## config.mk

```make
export PLATFORM = sky130hd
export DESIGN_NAME = urx_receiver
export DESIGN_NICKNAME = d
export VERILOG_FILES = /design/src/urx_pkg.sv /design/src/urx_receiver.sv
export VERILOG_INCLUDE_DIRS = /design/src
export SDC_FILE = /design/constraint.sdc
export NUM_CORES = 1
export LEC_CHECK = 0
export ABC_AREA = 1
export BUFFER_PORTS_ARGS = -buffer_cell sky130_fd_sc_hd__buf_2
export CAP_MARGIN = 20
export CORE_UTILIZATION = 61
export CTS_CLUSTER_SIZE = 12
export DETAILED_ROUTE_END_ITERATION = 10
export PLACE_DENSITY = 0.93
export SYNTH_ARGS = -nofsm -noshare
export SYNTH_HDL_FRONTEND = slang
export SYNTH_SLANG_ARGS = --single-unit
```

## constraint.sdc

```tcl
create_clock -name clk -period 4.3 [get_ports clk]
set_input_delay 0.215 -clock clk [delete_from_list [all_inputs] [get_ports clk]]
set_output_delay 0.215 -clock clk [all_outputs]
set_load 0.02 [all_outputs]
```

## src/urx_cfg.svh

```systemverilog
// Register offsets, field positions, reset values and timing counts of the receiver.
`ifndef URX_CFG_SVH
`define URX_CFG_SVH

`define URX_ADDR_W 12
`define URX_OFF_DATA 12'h000
`define URX_OFF_CSA 12'h004
`define URX_OFF_CSB 12'h008
`define URX_OFF_CSC 12'h00C
`define URX_OFF_BAUD 12'h010

`define URX_CSA_RXC 7
`define URX_CSA_FE 4
`define URX_CSA_DOR 3
`define URX_CSA_PE 2
`define URX_CSA_U2X 1
`define URX_CSB_RX_COMPLETE_IRQ_ENABLE 7
`define URX_CSB_RX_ENABLE 4
`define URX_CSC_PEN 5
`define URX_CSC_PODD 4
`define URX_CSC_SBS 3
`define URX_CSC_SIZE_LO 1
`define URX_CSC_SIZE_HI 2

`define URX_RST_BAUD 12'h000
`define URX_RST_SIZE 2'h3

`define URX_SPB_NORMAL 5'h10
`define URX_SPB_DOUBLE 5'h08
`define URX_VOTE_NORMAL 5'h08
`define URX_VOTE_DOUBLE 5'h04
`define URX_MIN_BITS 4'h5

`endif

```

## src/urx_pkg.sv

```systemverilog
// Types shared by the receiver: recovery states and one buffered frame.
package urx_pkg;

  typedef enum logic [2:0] {
    URX_IDLE,
    URX_START,
    URX_DATA,
    URX_PARITY,
    URX_STOP
  } urx_state_t;

  typedef struct packed {
    logic [7:0] data;
    logic frameError;
    logic overrunFlag;
    logic parityError;
  } urx_entry_t;

endpackage

```

## src/urx_receiver.sv

```systemverilog
// Asynchronous serial receiver with two-deep buffer, error flags and APB register access.
`timescale 1ns/1ps
`include "urx_cfg.svh"

module urx_receiver (
  input wire logic clk,
  input wire logic rst,
  input wire logic psel,
  input wire logic penable,
  input wire logic pwrite,
  input wire logic [`URX_ADDR_W-1:0] paddr,
  input wire logic [31:0] pwdata,
  output logic [31:0] prdata,
  output logic pready,
  output logic pslverr,
  input wire logic rxdPin,
  input wire logic globalIrqEnable,
  output logic rxPinOverride,
  output logic rxCompleteIrq
);
  import urx_pkg::*;

  function automatic logic majority3(input logic [2:0] s);
    majority3 = (s[0] & s[1]) | (s[0] & s[2]) | (s[1] & s[2]);
  endfunction

  // Control registers.
  logic rxEnable_q;
  logic rxcIrqEn_q;
  logic doubleSpeed_q;
  logic parityEn_q;
  logic parityOdd_q;
  logic stopTwo_q;
  logic [1:0] charSize_q;
  logic [11:0] baudDiv_q;

  // Bus slave state.
  logic pready_q;
  logic pslverr_q;
  logic [31:0] prdata_q;
  logic [31:0] readData;
  logic addrHit;

  // Line synchroniser and recovery state.
  logic rxdMeta_q;
  logic rxdSync_q;
  logic lineHigh_q;
  logic [11:0] baudCnt_q;
  urx_state_t state_q;
  logic [4:0] sampleCnt_q;
  logic [1:0] votes_q;
  logic [3:0] bitCnt_q;
  logic [7:0] shift_q;
  logic parityBit_q;

  // Waiting frame and buffer.
  urx_entry_t hold_q;
  logic holdFull_q;
  logic overrunPend_q;
  urx_entry_t fifo_q [2];
  logic wrPtr_q;
  logic rdPtr_q;
  logic [1:0] count_q;
  logic rxcIrq_q;
  logic pinOverride_q;

  wire logic apbAccess = psel & penable;
  wire logic apbDone = apbAccess & pready_q;
  wire logic wrDone = apbDone & pwrite & ~pslverr_q;
  wire logic rdDone = apbDone & ~pwrite;
  wire logic rxComplete = (count_q != 2'h0);
  urx_entry_t head;
  assign head = fifo_q[rdPtr_q];

  wire logic [4:0] samplesPerBit = doubleSpeed_q ? `URX_SPB_DOUBLE : `URX_SPB_NORMAL;
  wire logic [4:0] voteFirst = doubleSpeed_q ? `URX_VOTE_DOUBLE : `URX_VOTE_NORMAL;
  wire logic [4:0] voteLast = voteFirst + 5'h02;
  wire logic [3:0] dataBits = `URX_MIN_BITS + {2'b00, charSize_q};
  wire logic sampleTick = (baudCnt_q == baudDiv_q);
  wire logic voteNow = sampleTick & (state_q != URX_IDLE) & (sampleCnt_q == voteLast);
  wire logic bitValue = majority3({votes_q, rxdSync_q});
  wire logic startOk = voteNow & (state_q == URX_START) & ~bitValue;
  wire logic frameDone = voteNow & (state_q == URX_STOP);
  wire logic fifoFull = (count_q == 2'h2);
  wire logic overrunHit = startOk & fifoFull & holdFull_q;
  wire logic popReq = rdDone & (paddr == `URX_OFF_DATA) & rxComplete;
  wire logic xfer = holdFull_q & ~fifoFull;

  // Short frames arrive LSB first into the top, so shifting down zero-fills the top bits.
  logic [7:0] frameData;
  assign frameData = shift_q >> (4'h8 - dataBits);

  urx_entry_t frameEntry;
  always_comb begin
    frameEntry.data = frameData;
    frameEntry.frameError = ~bitValue;
    frameEntry.overrunFlag = 1'b0;
    // Even parity flags an error when data parity differs from the received bit.
    frameEntry.parityError = parityEn_q & ((^frameData ^ parityOdd_q) != parityBit_q);
  end

  always_comb begin
    readData = 32'h0000_0000;
    addrHit = 1'b1;
    if (paddr == `URX_OFF_DATA) begin
      readData[7:0] = rxComplete ? head.data : 8'h00;
    end else if (paddr == `URX_OFF_CSA) begin
      readData[`URX_CSA_RXC] = rxComplete;
      readData[`URX_CSA_FE] = rxComplete & head.frameError;
      readData[`URX_CSA_DOR] = rxComplete & head.overrunFlag;
      readData[`URX_CSA_PE] = rxComplete & head.parityError;
      readData[`URX_CSA_U2X] = doubleSpeed_q;
    end else if (paddr == `URX_OFF_CSB) begin
      readData[`URX_CSB_RX_COMPLETE_IRQ_ENABLE] = rxcIrqEn_q;
      readData[`URX_CSB_RX_ENABLE] = rxEnable_q;
    end else if (paddr == `URX_OFF_CSC) begin
      readData[`URX_CSC_PEN] = parityEn_q;
      readData[`URX_CSC_PODD] = parityOdd_q;
      readData[`URX_CSC_SBS] = stopTwo_q;
      readData[`URX_CSC_SIZE_HI:`URX_CSC_SIZE_LO] = charSize_q;
    end else if (paddr == `URX_OFF_BAUD) begin
      readData[11:0] = baudDiv_q;
    end else begin
      addrHit = 1'b0;
    end
  end

  // One wait state keeps every bus output registered.
  always_ff @(posedge clk) begin
    if (rst) begin
      pready_q <= 1'b0;
      pslverr_q <= 1'b0;
      prdata_q <= 32'h0000_0000;
    end else begin
      pready_q <= apbAccess & ~pready_q;
      if (apbAccess & ~pready_q) begin
        pslverr_q <= ~addrHit;
        prdata_q <= pwrite ? 32'h0000_0000 : readData;
      end else begin
        pslverr_q <= 1'b0;
        prdata_q <= 32'h0000_0000;
      end
    end
  end

  always_ff @(posedge clk) begin
    if (rst) begin
      rxEnable_q <= 1'b0;
      rxcIrqEn_q <= 1'b0;
      doubleSpeed_q <= 1'b0;
      parityEn_q <= 1'b0;
      parityOdd_q <= 1'b0;
      stopTwo_q <= 1'b0;
      charSize_q <= `URX_RST_SIZE;
      baudDiv_q <= `URX_RST_BAUD;
    end else if (wrDone) begin
      if (paddr == `URX_OFF_CSA) begin
        doubleSpeed_q <= pwdata[`URX_CSA_U2X];
      end else if (paddr == `URX_OFF_CSB) begin
        rxcIrqEn_q <= pwdata[`URX_CSB_RX_COMPLETE_IRQ_ENABLE];
        rxEnable_q <= pwdata[`URX_CSB_RX_ENABLE];
      end else if (paddr == `URX_OFF_CSC) begin
        parityEn_q <= pwdata[`URX_CSC_PEN];
        parityOdd_q <= pwdata[`URX_CSC_PODD];
        stopTwo_q <= pwdata[`URX_CSC_SBS];
        charSize_q <= pwdata[`URX_CSC_SIZE_HI:`URX_CSC_SIZE_LO];
      end else if (paddr == `URX_OFF_BAUD) begin
        baudDiv_q <= pwdata[11:0];
      end
    end
  end

  always_ff @(posedge clk) begin
    if (rst) begin
      rxdMeta_q <= 1'b1;
      rxdSync_q <= 1'b1;
    end else begin
      rxdMeta_q <= rxdPin;
      rxdSync_q <= rxdMeta_q;
    end
  end

  always_ff @(posedge clk) begin
    if (rst || !rxEnable_q || sampleTick) begin
      baudCnt_q <= 12'h000;
    end else begin
      baudCnt_q <= baudCnt_q + 12'h001;
    end
  end

  // Recovery runs only on sample ticks; a disable drops the frame in progress.
  always_ff @(posedge clk) begin
    if (rst || !rxEnable_q) begin
      state_q <= URX_IDLE;
      sampleCnt_q <= 5'h00;
      votes_q <= 2'h0;
      bitCnt_q <= 4'h0;
      shift_q <= 8'h00;
      parityBit_q <= 1'b0;
      // Starting low keeps a line already low at enable from faking a start.
      lineHigh_q <= 1'b0;
    end else if (sampleTick) begin
      lineHigh_q <= rxdSync_q;
      if (state_q == URX_IDLE) begin
        if (lineHigh_q && !rxdSync_q) begin
          state_q <= URX_START;
          sampleCnt_q <= 5'h02;
        end
      end else begin
        sampleCnt_q <= (sampleCnt_q == samplesPerBit) ? 5'h01 : sampleCnt_q + 5'h01;
        if (sampleCnt_q >= voteFirst && sampleCnt_q < voteLast) begin
          votes_q <= {votes_q[0], rxdSync_q};
        end
        if (sampleCnt_q == voteLast) begin
          case (state_q)
            URX_START: begin
              if (bitValue) begin
                state_q <= URX_IDLE;
              end else begin
                state_q <= URX_DATA;
                bitCnt_q <= 4'h0;
              end
            end
            URX_DATA: begin
              shift_q <= {bitValue, shift_q[7:1]};
              bitCnt_q <= bitCnt_q + 4'h1;
              if (bitCnt_q == dataBits - 4'h1) begin
                state_q <= parityEn_q ? URX_PARITY : URX_STOP;
              end
            end
            URX_PARITY: begin
              parityBit_q <= bitValue;
              state_q <= URX_STOP;
            end
            default: begin
              state_q <= URX_IDLE;
            end
          endcase
        end
      end
    end
  end

  // The finished frame waits here while the buffer is full.
  always_ff @(posedge clk) begin
    if (rst || !rxEnable_q) begin
      holdFull_q <= 1'b0;
      overrunPend_q <= 1'b0;
      hold_q <= '0;
    end else begin
      if (frameDone) begin
        holdFull_q <= 1'b1;
        hold_q <= frameEntry;
      end else if (overrunHit || xfer) begin
        holdFull_q <= 1'b0;
      end
      if (overrunHit) begin
        overrunPend_q <= 1'b1;
      end else if (xfer) begin
        overrunPend_q <= 1'b0;
      end
    end
  end

  always_ff @(posedge clk) begin
    if (xfer) begin
      fifo_q[wrPtr_q] <= '{data: hold_q.data, frameError: hold_q.frameError,
                           overrunFlag: overrunPend_q, parityError: hold_q.parityError};
    end
  end

  always_ff @(posedge clk) begin
    if (rst || !rxEnable_q) begin
      wrPtr_q <= 1'b0;
      rdPtr_q <= 1'b0;
      count_q <= 2'h0;
    end else begin
      if (xfer) begin
        wrPtr_q <= ~wrPtr_q;
      end
      if (popReq) begin
        rdPtr_q <= ~rdPtr_q;
      end
      count_q <= count_q + {1'b0, xfer} - {1'b0, popReq};
    end
  end

  // Only the unread-data level reaches the request line; error flags never do.
  always_ff @(posedge clk) begin
    if (rst) begin
      rxcIrq_q <= 1'b0;
      pinOverride_q <= 1'b0;
    end else begin
      rxcIrq_q <= rxComplete & rxcIrqEn_q & globalIrqEnable;
      pinOverride_q <= rxEnable_q;
    end
  end

  assign prdata = prdata_q;
  assign pready = pready_q;
  assign pslverr = pslverr_q;
  assign rxCompleteIrq = rxcIrq_q;
  assign rxPinOverride = pinOverride_q;

endmodule // urx_receiver

```

==> results.ini <==
[status]
status=finished clean

[clock_tree]
cts_buffers=17
cts_setup_buffers=0
clk_latency_ns=0.53
path_clk_slew_ns=0.06
cts_tree=done
cts-resized-gates=0
cts.sinks=113
cts-root-buf=clkbuf_8
cts_max_level=4
clk_path_buf_depth=2
cts_hold_buf=13

[sta]
period_minus_slack_ns=2.878
tightest_slew_ns=0.9805
max_freq_mhz=347.4
hold_viol_final=0
finalCritPeriodShare_pct=66.94
setup_viol=0
rsz0062_at_grt=false
final.setup.tns_ns=0
report.final.slew_viol_count=0
relSlewSlack_pct=34.39
skew_ns=0.006584

[synth]
synth_commonest_cells=nand2_1, dfxtp_1, inv_1
yosysTopAreaCellShare_pct=32.87
synth-main-ff-cell=dfxtp_1
netlist_top_cells_area=dfxtp_1, edfxtp_1, nand2_1
synth_enable_flop_cells=22
syn_area_mm2=0.005543
synth_compound_area_share_pct=13.88
synth_fa_ha_area_share_pct=2.032
synthCells=737
synth_top_area_cell=dfxtp_1
yosys_warnings=0
synth_top_family_by_area=simple AND/OR/NAND/NOR gates
ys_types=43
synth_xor_area_share_pct=1.738
synth-simple-area-share_pct=27.09
synthArstFlopShare_pct=0
yosysSeqAreaShare_pct=44.79
synth.mux.area_fraction_pct=0.1806
avgSynthCellArea_um2=7.521
synthMostInstantiatedCell=nand2_1
ys_seq_elements=113

[grt]
grt.overflow.total=0
use_met2_pct=58.88
grt_pass1_vias=5316
antenna_found_initial=0
grt_pass1_wl_mm=25.41
grt-busiest-layer=met2
use_met3_pct=8.921
grt_use_met1_pct=37.19
grt_use_total_pct=34.58
grt_max_degree=23

[power_and_ir_drop]
ir_drop_uv=249.2
p_leak_uw=0.002678
powerDensity_mw_per_mm2=380.1

[critical_path]
worstSetupStartpointType=flop
cp-startpoint=pready
cp_data_required_time_ns=4.74
r2r-start=pready
critPathMaxFanout=14
endpoint_kind=flop
arrival_ns=3.32
worstSetupPathType=reg2reg

[detailed_routing]
vias_per_cell=6.010
vias=5535
routedWlPerCell_um=17.32
finalWirelength_mm=15.95
post-route-drc-count=0
firstDrtPassIters=7
drtIter0Drc=512
detail-route-antenna-nets=0

[flow_run]
cap_violations=0

[placement]
dp.cells=875
post-dp-hpwl_mm=9.426
place.gp.congestion=0.9023
portBuffers=46

[hold_path]
min_path_type=in2reg
hold_start=penable

[floorplan]
io_pins=87
start_util_pct=63.25
die_area_mm2=0.009472
die_h_um=97.33
rows=34
core_area_mm2=0.008763
die_x_um=97.33

[finish]
antennaDiodeCount=0
fin_cells=921
multi_input_area_mm2=0.002565
num-fill-cells=564
syn_to_final_growth_pct=16.28
drive_above_1_share_pct=12.67
regArea_mm2=0.002482
fin_nets=860
final_util_pct=73.54

critical path: stages, from the launching register on:
cell,delay (ns)
dfxtp_1,0.36
inv_1,0.07
nor4_1,0.60
nand2_1,0.43
nor2_1,0.81
o21ai_0,0.27
a21oi_1,0.25
power breakdown:
| group | switching, µW | total (µW) | internal (µW) |
|---|---|---|---|
| Sequential | 1.05 | 1080 | 1080 |
| Clock | 517 | 1310 | 792 |
| Combinational | 40.5 | 62.1 | 21.7 |
| Total | 559 | 2450 | 1890 |
layer usage:
layer / share of wire [%] / vias up
met4: 7.2 / 0
li1: - / 2511
met5: 0 / -
met1: 35 / 2520
met2: 48 / 390
met3: 9.1 / 114
sequential cells by signal, indices dropped and copies added (netlist names), 2 cells and up, named ones only:
signal	cells
count_q	2
votes_q	2
shift_q	8
charSize_q	2
bitCnt_q	4
fifo_q	22
state_q	3
sampleCnt_q	5
baudDiv_q	12
baudCnt_q	12
prdata	12
hold_q	10
cells by family (layout without fill, tap and decap cells):
group,Yosys count,after routing
simple gates,338,338
compound gates,140,140
buf+inv,124,181
flops,113,113
xor+xnor,11,11
fa+ha+maj,9,9
other cells,1,20
mux,1,1
layout by cell type, fill, tap and decap left out, types with 3 or more instances in the layout:
| master | instances |
|---|---|
| clkinv_1 | 3 |
| edfxtp_1 | 22 |
| o22ai_1 | 3 |
| nand4_1 | 7 |
| buf_2 | 46 |
| nor4_1 | 6 |
| nor2_2 | 5 |
| o21ai_0 | 61 |
| clkinvlp_4 | 6 |
| dlygate4sd3_1 | 14 |
| ha_1 | 9 |
| inv_2 | 3 |
| nand3_1 | 25 |
| nand2_1 | 165 |
| o211ai_1 | 6 |
| nor3_1 | 27 |
| clkinv_2 | 3 |
| conb_1 | 20 |
| or2_2 | 7 |
| a21oi_1 | 53 |
| clkbuf_16 | 17 |
| nor2_1 | 82 |
| inv_1 | 84 |
| nor2_4 | 4 |
| xnor2_1 | 3 |
| xor2_1 | 8 |
| dfxtp_1 | 91 |
| a211oi_1 | 9 |
layout make-up:
| type | instances | area share (%) |
|---|---|---|
| Clock buffer | 18 | 6.814 |
| Timing Repair Buffer | 61 | 5.863 |
| Multi-Input combinational cell | 519 | 39.80 |
| Sequential cell | 113 | 38.52 |
| Tap cell | 108 | 2.097 |
| Inverter | 88 | 5.125 |
| Clock inverter | 14 | 1.786 |
per-stage QoR:
| step | total power, µW | hold WS, ns | instance area (µm²) | worst slack, ns |
|---|---|---|---|---|
| floorplan | 1142 | 0.2841 | 5614 | 2.264 |
| global placement | 1148 | 0.3996 | 5751 | 1.939 |
| detailed placement | 1149 | 0.3996 | 5751 | 1.706 |
| CTS | 2436 | 0.0001348 | 6435 | 1.559 |
| global route | 2498 | 0.008118 | 6445 | 1.260 |
| finish | 2450 | 0.002469 | 6445 | 1.422 |
path summary, 6_finish.rpt:
| kind | end | slack (ns) | cells past startpoint |
|---|---|---|---|
| max | baudDiv_q[2] | 1.42 | 6 |
| min | pready | 0.002 | 3 |
| max reg2reg | baudDiv_q[2] | 1.42 | 6 |
| min reg2reg | rxdSync_q | 0.41 | 1 |
No activity file was read; power rests on OpenSTA's default activity.
